$ cat src/lcdc_pkg.sv
/*
  Shared constants and carrier types for the segment LCD control block.
  Assumes a single 25 MHz system clock and an auxiliary clock near 32768 Hz.
*/
package lcdc_pkg;

  // System clock and auxiliary clock rates
  localparam int unsigned LCDC_CLK_HZ  = 25000000;
  localparam int unsigned LCDC_ACLK_HZ = 32768;

  // Output level codes, V1 is the peak, V5 the lowest
  localparam logic [2:0] LCDC_LV_V1 = 3'h0;
  localparam logic [2:0] LCDC_LV_V2 = 3'h1;
  localparam logic [2:0] LCDC_LV_V3 = 3'h2;
  localparam logic [2:0] LCDC_LV_V4 = 3'h3;
  localparam logic [2:0] LCDC_LV_V5 = 3'h4;

  // Mux rate field codes
  localparam logic [1:0] LCDC_MUX_STATIC = 2'h0;
  localparam logic [1:0] LCDC_MUX_2      = 2'h1;
  localparam logic [1:0] LCDC_MUX_3      = 2'h2;
  localparam logic [1:0] LCDC_MUX_4      = 2'h3;

  // Reference select code that routes the external reference pin to the pump
  localparam logic [1:0] LCDC_REF_EXTPIN = 2'h1;

  // Commons and memory bits per segment output
  localparam int unsigned LCDC_NUM_COM = 4;

  // Auxiliary clock periods per display clock, indexed by the divider select
  localparam logic [7:0][9:0] LCDC_DIV_TAB = {10'h200, 10'h180, 10'h100, 10'h0C0,
                                              10'h080, 10'h060, 10'h040, 10'h020};

  // Where the display voltage comes from
  typedef enum logic [1:0] {
    LCDC_SRC_AVCC,
    LCDC_SRC_PUMP,
    LCDC_SRC_HOLD,
    LCDC_SRC_EXT
  } lcdc_src_t;

  // Software control bits
  typedef struct packed {
    logic       lcd_master_on;
    logic       segments_on_gate;
    logic       aclk_osc_off;
    logic       vlcd_external_select;
    logic       charge_pump_enable;
    logic [3:0] pump_voltage_level;
    logic [1:0] pump_reference_select;
    logic       external_bias_select;
    logic       v5_external_select;
    logic       half_bias_select;
    logic [1:0] mux_rate_field;
    logic [2:0] frame_clock_divider_select;
  } lcdc_cfg_t;

  // Controls for the analog voltage and bias blocks
  typedef struct packed {
    logic       gen_on;
    logic       pump_run;
    logic       pump_ext_ref;
    logic [3:0] pump_level;
    lcdc_src_t  src;
    logic       bias_int_en;
    logic       bias_half;
    logic       v5_int_en;
  } lcdc_volt_t;

endpackage
$ cat src/lcdc_ctrl.sv
/*
  Segment LCD control: voltage source and bias selection, display clock
  prescaler, common phase sequencing and per-segment level selection.
  Assumes the analog drivers turn level codes into V1..V5 and that the
  display memory is held by the surrounding logic on the system clock.
*/
// Overview of operation
// - Each memory bit drives one segment; a set bit turns it on.
// - Segment gate ANDs every memory bit; gate low blanks, timing continues.
// - Internal voltage generation off when oscillator off or master off.
// - Supply source when not external, level zero and reference zero.
// - Charge pump source when not external, pump enabled, level nonzero.
// - Pump disabled with nonzero level holds capacitor voltage until re-enabled.
// - Reference code 01 uses external reference pin; level field ignored.
// - External select takes voltage from capacitor pin; pump kept off.
// - External bias select disables internal bias generation.
// - V5 external select stops generating the lowest level internally.
// - Switched pin drives out when bias is external and voltage is not external, is input otherwise.
// - Multiplexed modes use half bias when selected, else third bias.
// - Static mode disables the internal bias divider always.
// - Line timing comes from a display clock divided from auxiliary clock.
// - Divider select picks display rate; software sets 2*mux*frame rate.
// - Mux field: 00 static, 01 2-mux, 10 3-mux, 11 4-mux.
// - Each higher mux rate adds one common and one segment per output.
// - Master on starts timing and switched output; off stops both.
`timescale 1ns/1ps
module lcdc_ctrl #(
  parameter int unsigned NUM_SEG = 8
) (
  input  wire logic                     clk_i,             // System clock
  input  wire logic                     rstn_i,            // Async reset, active low
  input  wire logic                     aclk_i,            // Auxiliary clock pin
  input  wire lcdc_pkg::lcdc_cfg_t      cfg_i,             // Control bits
  input  wire logic [NUM_SEG*4-1:0]     seg_mem_i,         // Display memory bits
  output lcdc_pkg::lcdc_volt_t          volt_o,            // Voltage block controls
  output logic [3:0][2:0]               com_lv_o,          // Common line levels
  output logic [NUM_SEG-1:0][2:0]       seg_lv_o,          // Segment line levels
  output logic                          vlcd_switched_o,   // Switched pin value
  output logic                          vlcd_switched_oe_o // Switched pin enable
);
  import lcdc_pkg::*;

  logic       aclk_s1_q, aclk_s2_q, aclk_s3_q;
  logic       aclk_tick;
  logic [9:0] pre_q;
  logic [9:0] div_len;
  logic       dclk_tick;
  logic [1:0] com_q;
  logic       pol_q;
  logic [1:0] mux_last;
  logic       run;
  logic       gen_on;
  logic       pump_req;
  logic       ext_ref;
  logic       third;
  lcdc_volt_t volt_d;
  logic [3:0][2:0] com_d;

  assign run      = cfg_i.lcd_master_on;
  assign mux_last = cfg_i.mux_rate_field;
  assign gen_on   = cfg_i.lcd_master_on && !cfg_i.aclk_osc_off;
  assign ext_ref  = (cfg_i.pump_reference_select == LCDC_REF_EXTPIN);
  assign pump_req = cfg_i.charge_pump_enable &&
                    ((cfg_i.pump_voltage_level != 4'h0) || ext_ref);
  assign third    = !cfg_i.half_bias_select;

  // Auxiliary clock is asynchronous, so two stages before the edge detector
  always_ff @(posedge clk_i or negedge rstn_i) begin
    if (!rstn_i) begin
      aclk_s1_q <= 1'b0;
      aclk_s2_q <= 1'b0;
      aclk_s3_q <= 1'b0;
    end else begin
      aclk_s1_q <= aclk_i;
      aclk_s2_q <= aclk_s1_q;
      aclk_s3_q <= aclk_s2_q;
    end
  end
  assign aclk_tick = aclk_s2_q && !aclk_s3_q;

  // Display clock prescaler counts auxiliary rising edges
  assign div_len   = LCDC_DIV_TAB[cfg_i.frame_clock_divider_select];
  assign dclk_tick = aclk_tick && (pre_q >= div_len - 10'h001);

  always_ff @(posedge clk_i or negedge rstn_i) begin
    if (!rstn_i) begin
      pre_q <= 10'h000;
    end else if (!run) begin
      pre_q <= 10'h000;
    end else if (dclk_tick) begin
      pre_q <= 10'h000;
    end else if (aclk_tick) begin
      pre_q <= pre_q + 10'h001;
    end
  end

  // Common phase and polarity; a frame is two passes over the commons
  always_ff @(posedge clk_i or negedge rstn_i) begin
    if (!rstn_i) begin
      com_q <= 2'h0;
      pol_q <= 1'b0;
    end else if (!run) begin
      com_q <= 2'h0;
      pol_q <= 1'b0;
    end else if (dclk_tick) begin
      if (com_q >= mux_last) begin
        com_q <= 2'h0;
        pol_q <= !pol_q;
      end else begin
        com_q <= com_q + 2'h1;
      end
    end
  end

  // Voltage source and bias selection; pump, bias and V5 enables gated off with the generator
  always_comb begin
    volt_d              = '0;
    volt_d.gen_on       = gen_on;
    volt_d.pump_run     = gen_on && !cfg_i.vlcd_external_select && pump_req;
    volt_d.pump_ext_ref = volt_d.pump_run && ext_ref;
    volt_d.pump_level   = ext_ref ? 4'h0 : cfg_i.pump_voltage_level;
    if (cfg_i.vlcd_external_select) begin
      volt_d.src = LCDC_SRC_EXT;
    end else if (pump_req) begin
      volt_d.src = LCDC_SRC_PUMP;
    end else if ((cfg_i.pump_voltage_level == 4'h0) && (cfg_i.pump_reference_select == 2'h0)) begin
      volt_d.src = LCDC_SRC_AVCC;
    end else begin
      volt_d.src = LCDC_SRC_HOLD;
    end
    volt_d.bias_int_en  = gen_on && !cfg_i.external_bias_select &&
                          (cfg_i.mux_rate_field != LCDC_MUX_STATIC);
    volt_d.bias_half    = volt_d.bias_int_en && cfg_i.half_bias_select;
    volt_d.v5_int_en    = gen_on && !cfg_i.v5_external_select;
  end

  always_ff @(posedge clk_i or negedge rstn_i) begin
    if (!rstn_i) begin
      volt_o <= '0;
    end else begin
      volt_o <= volt_d;
    end
  end

  // Switched display voltage only faces the pin while the ladder is external
  always_ff @(posedge clk_i or negedge rstn_i) begin
    if (!rstn_i) begin
      vlcd_switched_o    <= 1'b0;
      vlcd_switched_oe_o <= 1'b0;
    end else begin
      vlcd_switched_oe_o <= cfg_i.external_bias_select && !cfg_i.vlcd_external_select;
      vlcd_switched_o    <= run;
    end
  end

  // Common levels: selected at the extreme, other active ones at the mid levels, unused ones at V5
  always_comb begin
    com_d = {LCDC_NUM_COM{LCDC_LV_V5}};
    for (int c = 0; c < LCDC_NUM_COM; c++) begin
      if (run && (2'(c) <= mux_last)) begin
        if (2'(c) == com_q) begin
          com_d[c] = pol_q ? LCDC_LV_V1 : LCDC_LV_V5;
        end else if (third) begin
          com_d[c] = pol_q ? LCDC_LV_V4 : LCDC_LV_V2;
        end else begin
          com_d[c] = LCDC_LV_V3;
        end
      end
    end
  end

  always_ff @(posedge clk_i or negedge rstn_i) begin
    if (!rstn_i) begin
      com_lv_o <= {LCDC_NUM_COM{LCDC_LV_V5}};
    end else begin
      com_lv_o <= com_d;
    end
  end

  // Segment levels from the gated memory bit of the active common
  for (genvar s = 0; s < NUM_SEG; s++) begin : g_seg
    logic on_bit;
    assign on_bit = seg_mem_i[s*4 + int'(com_q)] && cfg_i.segments_on_gate;
    always_ff @(posedge clk_i or negedge rstn_i) begin
      if (!rstn_i) begin
        seg_lv_o[s] <= LCDC_LV_V5;
      end else if (!run) begin
        seg_lv_o[s] <= LCDC_LV_V5;
      end else if (on_bit) begin
        seg_lv_o[s] <= pol_q ? LCDC_LV_V5 : LCDC_LV_V1;
      end else if (third && (cfg_i.mux_rate_field != LCDC_MUX_STATIC)) begin
        seg_lv_o[s] <= pol_q ? LCDC_LV_V2 : LCDC_LV_V4;
      end else begin
        seg_lv_o[s] <= pol_q ? LCDC_LV_V1 : LCDC_LV_V5;
      end
    end
  end
endmodule

$ cat config.mk
export PLATFORM = sky130hd
export DESIGN_NAME = lcdc_ctrl
export DESIGN_NICKNAME = d
export VERILOG_FILES = /design/src/lcdc_pkg.sv /design/src/lcdc_ctrl.sv
export SDC_FILE = /design/constraint.sdc
export NUM_CORES = 1
export LEC_CHECK = 0
export ABC_CLOCK_PERIOD_IN_PS = 3600
export BUFFER_PORTS_ARGS = -buffer_cell sky130_fd_sc_hd__buf_2
export CAP_MARGIN = 25
export CORE_MARGIN = 1
export CORE_UTILIZATION = 54
export CTS_CLUSTER_DIAMETER = 50
export CTS_CLUSTER_SIZE = 28
export DETAILED_ROUTE_END_ITERATION = 10
export PLACE_DENSITY = 0.94
export SKIP_CTS_REPAIR_TIMING = 1
export SKIP_LAST_GASP = 1
export SLEW_MARGIN = 20
export SYNTH_ARGS = -nofsm -noshare
export SYNTH_HDL_FRONTEND = slang
export SYNTH_SLANG_ARGS = --single-unit
$ cat constraint.sdc
create_clock -name clk_i -period 3.6 [get_ports clk_i]
set_input_delay 0.36 -clock clk_i [delete_from_list [all_inputs] [get_ports clk_i]]
set_output_delay 0.36 -clock clk_i [all_outputs]
set_load 0.005 [all_outputs]
# --- After elaboration in Yosys (flattened, before gate mapping) ---
# Memory sizes are Yosys's and may differ from the RTL's.
# Index checks and enable logic that the tools add are counted.
word_totals:
  in_bits: 54
  register_bits: 66
  wordCells: 168
  mem_bits_ro: 80
  n_memories: 1
  out_inout_bits: 50
op_classes:
  n_lt_le_gt_ge: 15
  n_mux: 67
  add_sub_neg: 10
  n_eq_ne: 7
  reduce_logical: 40
memory_table:
  columns: ["memory", "depth", "width", "rd", "rd_ports_with_merged_regs", "wr", "line_no", "text"]
  rows:
  - ["(name not given)", 8, 10, 1, 0, 0, "lcdc_ctrl.sv:82", "assign div_len = LCDC_DIV_TAB[cfg_i.frame_clock_divider_select];"]
op_table:
  columns: ["operator", "count"]
  rows:
  - ["$mux W3", 27]
  - ["$mux W10", 4]
  - ["$bmux W1 S5", 7]
  - ["$logic_and A1 B1 Y1", 26]
  - ["$add A5 B2 Y6 const A", 4]
  - ["$lt A6 B6 Y1 const B", 4]
  - ["$mux W1", 18]
  - ["$mux W2", 9]
  - ["$lt A5 B6 Y1 const B", 2]
  - ["$add A10 B1 Y10 const B", 1]
  - ["$add A4 B2 Y5 const A", 2]
  - ["$ge A10 B10 Y1", 1]
  - ["$sub A10 B1 Y10 const B", 1]
  - ["$logic_not A1 Y1", 7]
  - ["$lt A2 B6 Y1 const B", 1]
  - ["$lt A4 B6 Y1 const B", 1]
  - ["$add A3 B2 Y4 const A", 1]
  - ["$eq A2 B2 Y1 const A", 2]
  - ["$le A1 B2 Y1 const A", 2]
  - ["$le A2 B2 Y1 const A", 2]
  - ["$logic_not A2 Y1", 2]
  - ["$logic_not A4 Y1", 1]
  - ["$lt A3 B4 Y1 const B", 1]
  - ["$mux W4", 1]
  - ["11 further kinds", 12]

# --- Depth between registers and ports, before layout ---
logic_depth:
  word_depth: 7
  ltp_mapped: 13
  depth_no_buf: 12

# --- Least setup slack after synthesis ---
# Ideal clock, no wire load.
synth_path:
  path_kind: "input to register"
  start: "in cfg_i[0] (netlist bit)"
  end: "reg com_q[0]"
  slack_ns: 0.764
  setup_time_ns: 0.125
  t_arrival_ns: 2.711
  path_buffers: 1
  required_time_ns: 3.475
  path_stages: 13
  cell_sequence: "inv_1 > ha_1 > mux2i_1 > ha_1 > inv_1 > or2_2 > a31oi_1 > ha_1 > nand3_2 > nor4_2 > o21a_1 > buf_6 > mux2_4"
synth_between:
  elab_chain_len: 6
synth_lines:
  columns: ["element", "line_no", "text"]
  rows:
  - ["from (decl)", "lcdc_ctrl.sv:33", "input wire lcdc_pkg::lcdc_cfg_t cfg_i,"]
  - ["$mem_v2 Z8 W10", null, null]
  - ["$mux W10 (not written as such)", "lcdc_ctrl.sv:82", null]
  - ["$sub A10 B1 Y10", "lcdc_ctrl.sv:83", "assign dclk_tick = aclk_tick && (pre_q >= div_len - 10'h001);"]
  - ["$ge A10 B10 Y1", "lcdc_ctrl.sv:83", null]
  - ["$logic_and A1 B1 Y1", "lcdc_ctrl.sv:83", null]
  - ["$ne A2 B1 Y1 (no line)", null, null]
  - ["to (signal assigned)", "lcdc_ctrl.sv:110", "com_q <= com_q + 2'h1;"]
  - ["to (decl)", "lcdc_ctrl.sv:48", "logic [1:0] com_q;"]
# No other way between the ends. The select of a mux whose other input is x is not followed.
# A chain may end at the register's enable or synchronous reset.

# --- Worst setup path in the final report ---
layout_path:
  start: "in cfg_i[0] (netlist bit)"
  end: "reg com_q[1]"
# The elaborated chain is that of the path after synthesis.

==> flow_summary.html <==
<table>
<tr><th>Metric</th><th>Value</th></tr>
<tr><th colspan="2">Setup path</th></tr>
<tr><td>Worst Reg2Reg Path Length in Cells</td><td>6</td></tr>
<tr><td>Endpoint type of the worst setup path</td><td>flip-flop</td></tr>
<tr><td>Critical-path maximum fanout</td><td>6</td></tr>
<tr><td>CP Cell Sequence</td><td>buf_2 &gt; inv_1 &gt; ha_1 &gt; mux2i_1 &gt; ha_1 &gt; inv_1 &gt; or2_2 &gt; a31oi_1 &gt; ha_1 &gt; nand3_2 &gt; nor4_2 &gt; o21a_1 &gt; buf_4 &gt; mux2i_1</td></tr>
<tr><td>Launching element type of the critical path</td><td>input port</td></tr>
<tr><td>Signal arrival time at the worst endpoint</td><td>about 3200 ps</td></tr>
<tr><td>Crit Reg-Reg Endpoint</td><td>com_q[1]</td></tr>
<tr><td>FF-to-FF setup slack</td><td>1500 ps</td></tr>
<tr><td>Crit path required time</td><td>around 3900 ps</td></tr>
<tr><td>Setup Crit Path Kind</td><td>input port to flip-flop</td></tr>
<tr><td>Most repeated library cell on the critical path</td><td>sky130_fd_sc_hd__ha_1</td></tr>
<tr><td>Start of the worst register-to-register path</td><td>pre_q[8]</td></tr>
<tr><td>Cell type of the slowest stage on the worst timing path</td><td>sky130_fd_sc_hd__nor4_2</td></tr>
<tr><td>Max incr delay on CP</td><td>roughly 470 ps</td></tr>
<tr><th colspan="2">Placed design</th></tr>
<tr><td>Total of buffers placed on input and output ports</td><td>between 100 and 150</td></tr>
<tr><td>GPL Wtd Cong</td><td>a little over 0.9</td></tr>
<tr><td>HPWL after DPL</td><td>5170 um</td></tr>
<tr><th colspan="2">Clocking</th></tr>
<tr><td>Clock sink count</td><td>66</td></tr>
<tr><td>Clock edge transition at the registers on the reported setup and hold paths</td><td>about 70 ps</td></tr>
<tr><td>Clock root cell</td><td>sky130_fd_sc_hd__clkbuf_8</td></tr>
<tr><td>Maximum number of buffers from clock root to sink</td><td>2</td></tr>
<tr><td>Number of buffers added by the clock tree synthesis step</td><td>9</td></tr>
<tr><td>CTS tree</td><td>built</td></tr>
<tr><td>Clock latency on the worst-skew pair</td><td>approximately 330 ps</td></tr>
<tr><td>H-tree levels</td><td>3</td></tr>
<tr><th colspan="2">Detailed routing</th></tr>
<tr><td>Antenna viol nets, final</td><td>0</td></tr>
<tr><td>Initial DRC count</td><td>170</td></tr>
<tr><td>DRT Pass-1 Iters</td><td>5</td></tr>
<tr><td>Post-detailed-route via-to-cell ratio</td><td>roughly 5.5</td></tr>
<tr><td>Vias after detailed routing</td><td>2499</td></tr>
<tr><td>Routed wirelength normalized by instance count</td><td>roughly 16 um</td></tr>
<tr><td>Routed wire length</td><td>between 7000 and 8000 um</td></tr>
<tr><td>DRC violations left</td><td>0</td></tr>
<tr><th colspan="2">Hold path</th></tr>
<tr><td>Path type of the worst min-delay path</td><td>input port to async pin</td></tr>
<tr><th colspan="2">STA</th></tr>
<tr><td>Period minus WS final</td><td>slightly below 3000 ps</td></tr>
<tr><td>Maximum clock frequency</td><td>342 MHz</td></tr>
<tr><td>Actual transition at the worst max-transition pin</td><td>about 640 ps</td></tr>
<tr><td>Final-report setup violation count</td><td>0</td></tr>
<tr><td>Number of failing hold endpoints at the final stage</td><td>0</td></tr>
<tr><td>Crit share post-route</td><td>0.813</td></tr>
<tr><td>Setup TNS Final</td><td>0 ps</td></tr>
<tr><td>RSZ-0062 raised after global routing</td><td>no</td></tr>
<tr><td>Final clock skew</td><td>8.75 ps</td></tr>
<tr><td>Number of max-slew violations in the final report</td><td>0</td></tr>
<tr><td>Worst rel slew slack</td><td>0.573</td></tr>
<tr><th colspan="2">Die</th></tr>
<tr><td>Core area</td><td>~0.0055 mm^2</td></tr>
<tr><td>Top-level I/O count</td><td>104</td></tr>
<tr><td>Row Count</td><td>27</td></tr>
<tr><td>Die area</td><td>0.00599 mm^2</td></tr>
<tr><td>Width of the die</td><td>77.4 um</td></tr>
<tr><td>Initial Util</td><td>0.557</td></tr>
<tr><td>Vertical die dimension</td><td>77.4 um</td></tr>
<tr><th colspan="2">GRT</th></tr>
<tr><td>Antenna violations before repair</td><td>0</td></tr>
<tr><td>Aggregate global routing overflow</td><td>0</td></tr>
<tr><td>Total GRT Usage</td><td>0.268</td></tr>
<tr><td>Maximum number of pins on one net before global-route repair</td><td>43</td></tr>
<tr><td>Global-route wire length before repair</td><td>12100 um</td></tr>
<tr><td>Via count of the first global-routing pass</td><td>2538</td></tr>
<tr><th colspan="2">Power</th></tr>
<tr><td>Worst ir drop on vdd</td><td>0.000318 V</td></tr>
<tr><td>Power per unit of standard cell area</td><td>561 mW/mm^2</td></tr>
<tr><td>Total power</td><td>2.18 mW</td></tr>
<tr><td>Leakage power figure</td><td>1.98 nW</td></tr>
<tr><th colspan="2">Logic synthesis</th></tr>
<tr><td>Sequential element share of the synthesized area</td><td>0.543</td></tr>
<tr><td>Post-Syn Area</td><td>0.00307 mm^2</td></tr>
<tr><td>Post-synthesis net count</td><td>337</td></tr>
<tr><td>Fraction of registers with async set/reset</td><td>1.00</td></tr>
<tr><td>Unique cell type count in the Yosys netlist</td><td>45</td></tr>
<tr><td>Syn Area/Cell</td><td>11.4 um^2</td></tr>
<tr><td>Number of instances in the synthesized netlist</td><td>between 200 and 300</td></tr>
<tr><td>Count of warnings emitted by yosys</td><td>0</td></tr>
<tr><td>Flip-flop and latch count after synthesis</td><td>66</td></tr>
<tr><td>Most instantiated flip-flop cell in the synthesis netlist</td><td>sky130_fd_sc_hd__dfrtp_1</td></tr>
<tr><td>Number of enable-type register cells in the synthesized netlist</td><td>0</td></tr>
<tr><th colspan="2">Final layout</th></tr>
<tr><td>N_diodes</td><td>0</td></tr>
<tr><td>P&amp;R area growth vs syn</td><td>26.4%</td></tr>
<tr><td>Most used cells in the layout excluding fill and tap cells</td><td>103 x sky130_fd_sc_hd__buf_2, 54 x sky130_fd_sc_hd__dfrtp_1, 33 x sky130_fd_sc_hd__nor2_1</td></tr>
<tr><td>Final nets</td><td>443</td></tr>
<tr><td>Layout cells sized above 1</td><td>0.404</td></tr>
<tr><td>Most frequent standard cell in the layout excluding fill and tap cells</td><td>sky130_fd_sc_hd__buf_2</td></tr>
<tr><th colspan="2">Flow run</th></tr>
<tr><td>Number of violations of the max-capacitance limit</td><td>0</td></tr>
<tr><th colspan="2">Status</th></tr>
<tr><td>Run status</td><td>completed</td></tr>
</table>
## sequential cells by signal, indices dropped and copies added (netlist names)
name	count
com_lv_o	12
pol_q	1
seg_lv_o	24
aclk_s2_q	1
pre_q	10
vlcd_switched_oe_o	1
aclk_s1_q	1
volt_o	12
vlcd_switched_o	1
aclk_s3_q	1
com_q	2
## report_power, final
part           leakage [nW]  internal [mW]  switching (mW)
Clock                 0.127          0.481           0.284
Sequential            0.837          0.849          0.0730
Combinational          1.02          0.232           0.258
## layout make-up
| class | count | area (um^2) |
|---|---|---|
| clock buffers | 10 | 138 |
| inverters | 16 | 60.1 |
| multi-input cells | 176 | 1280 |
| fillers | 358 | 1630 |
| repair buffers | 105 | 531 |
| flip-flops and latches | 66 | 1670 |
| clock inverters | 6 | 113 |
| well taps | 72 | 90.1 |
## synth_stat cells, types with 2 or more instances
master                      n  area, um^2
sky130_fd_sc_hd__dfstp_2   12         315
sky130_fd_sc_hd__ha_1      15         188
sky130_fd_sc_hd__mux2i_1    6        60.1
sky130_fd_sc_hd__o21ai_0    5        25.0
sky130_fd_sc_hd__o21a_1     2        15.0
sky130_fd_sc_hd__o31ai_1    2        15.0
sky130_fd_sc_hd__and2_4     2        17.5
sky130_fd_sc_hd__inv_1     16        60.1
sky130_fd_sc_hd__o211ai_1   2        15.0
sky130_fd_sc_hd__a211oi_1   5        37.5
sky130_fd_sc_hd__a21o_1     4        30.0
sky130_fd_sc_hd__xnor2_1    7        61.3
sky130_fd_sc_hd__nand3_1    8        40.0
sky130_fd_sc_hd__nand2_1   18        67.6
sky130_fd_sc_hd__nor2b_1    4        25.0
sky130_fd_sc_hd__nor3_1     7        35.0
sky130_fd_sc_hd__dfrtp_1   54        1350
sky130_fd_sc_hd__nand2b_1   4        25.0
sky130_fd_sc_hd__or4_1      2        15.0
sky130_fd_sc_hd__nor4_1     2        12.5
sky130_fd_sc_hd__or2_2      3        18.8
sky130_fd_sc_hd__clkbuf_1   5        18.8
sky130_fd_sc_hd__a21oi_1    4        20.0
sky130_fd_sc_hd__and2_1    12        75.1
sky130_fd_sc_hd__buf_6      3        33.8
sky130_fd_sc_hd__o21ai_1    6        30.0
sky130_fd_sc_hd__mux4_2     8         180
sky130_fd_sc_hd__nor2_1    33         124
## cell families (layout without fill, tap and decap cells)
| kind of cell | after synthesis | after routing | share of synthesized area |
|---|---|---|---|
| muxes | 15 | 15 | 0.0832 |
| xor gates and xnor gates | 8 | 8 | 0.0228 |
| DFF | 66 | 66 | 0.543 |
| and+or+nand+nor | 103 | 103 | 0.171 |
| buffers and inverters | 26 | 137 | 0.0396 |
| adders and majority gates | 15 | 15 | 0.0612 |
| AOI/OAI and AO/OA | 35 | 35 | 0.0791 |
## routing by layer
layer | vias up | routed length (um) | GRT usage
met3 | 20 | 355 | 0.0600
met1 | 1240 | 2740 | 0.304
met2 | 112 | 4040 | 0.476
met4 | 0 | 189 | 0.125
li1 | 1127 | - | -
met5 | - | 0 | 0
## how the worst max path moves through the flow
stage / startpoint / endpoint / slack, ps / depth (start not counted)
CTS: cfg_i[0] / com_q[1] / 680 / 14
finish: cfg_i[0] / com_q[1] / 670 / 14
global placement: cfg_i[0] / com_q[0] / 500 / 13
floorplan: cfg_i[0] / com_q[0] / 760 / 13
detailed placement: cfg_i[0] / com_q[1] / 360 / 14
global route: cfg_i[0] / com_q[1] / 510 / 14
## critical path, delay by kind of cell
kind / cells / cell delay, ps
adder cells (fa/ha/maj): 3 / 670
buffers and inverters: 4 / 440
AO/OA/AOI/OAI: 2 / 520
AND/OR/NAND/NOR: 3 / 850
multiplexers: 2 / 330
## stage by stage
step                utilization  setup slack, ps  cells  hold WS, ps  instance area, um^2
floorplan                     -              764    268         64.4                 3070
global placement          0.659              503    435          336                 3630
detailed placement        0.659              362    435          340                 3630
CTS                       0.704              682    451         8.16                 3880
global route              0.704              505    451         32.7                 3880
finish                    0.704              674    451         1.47                 3880
No activity file was read; power rests on OpenSTA's default activity.
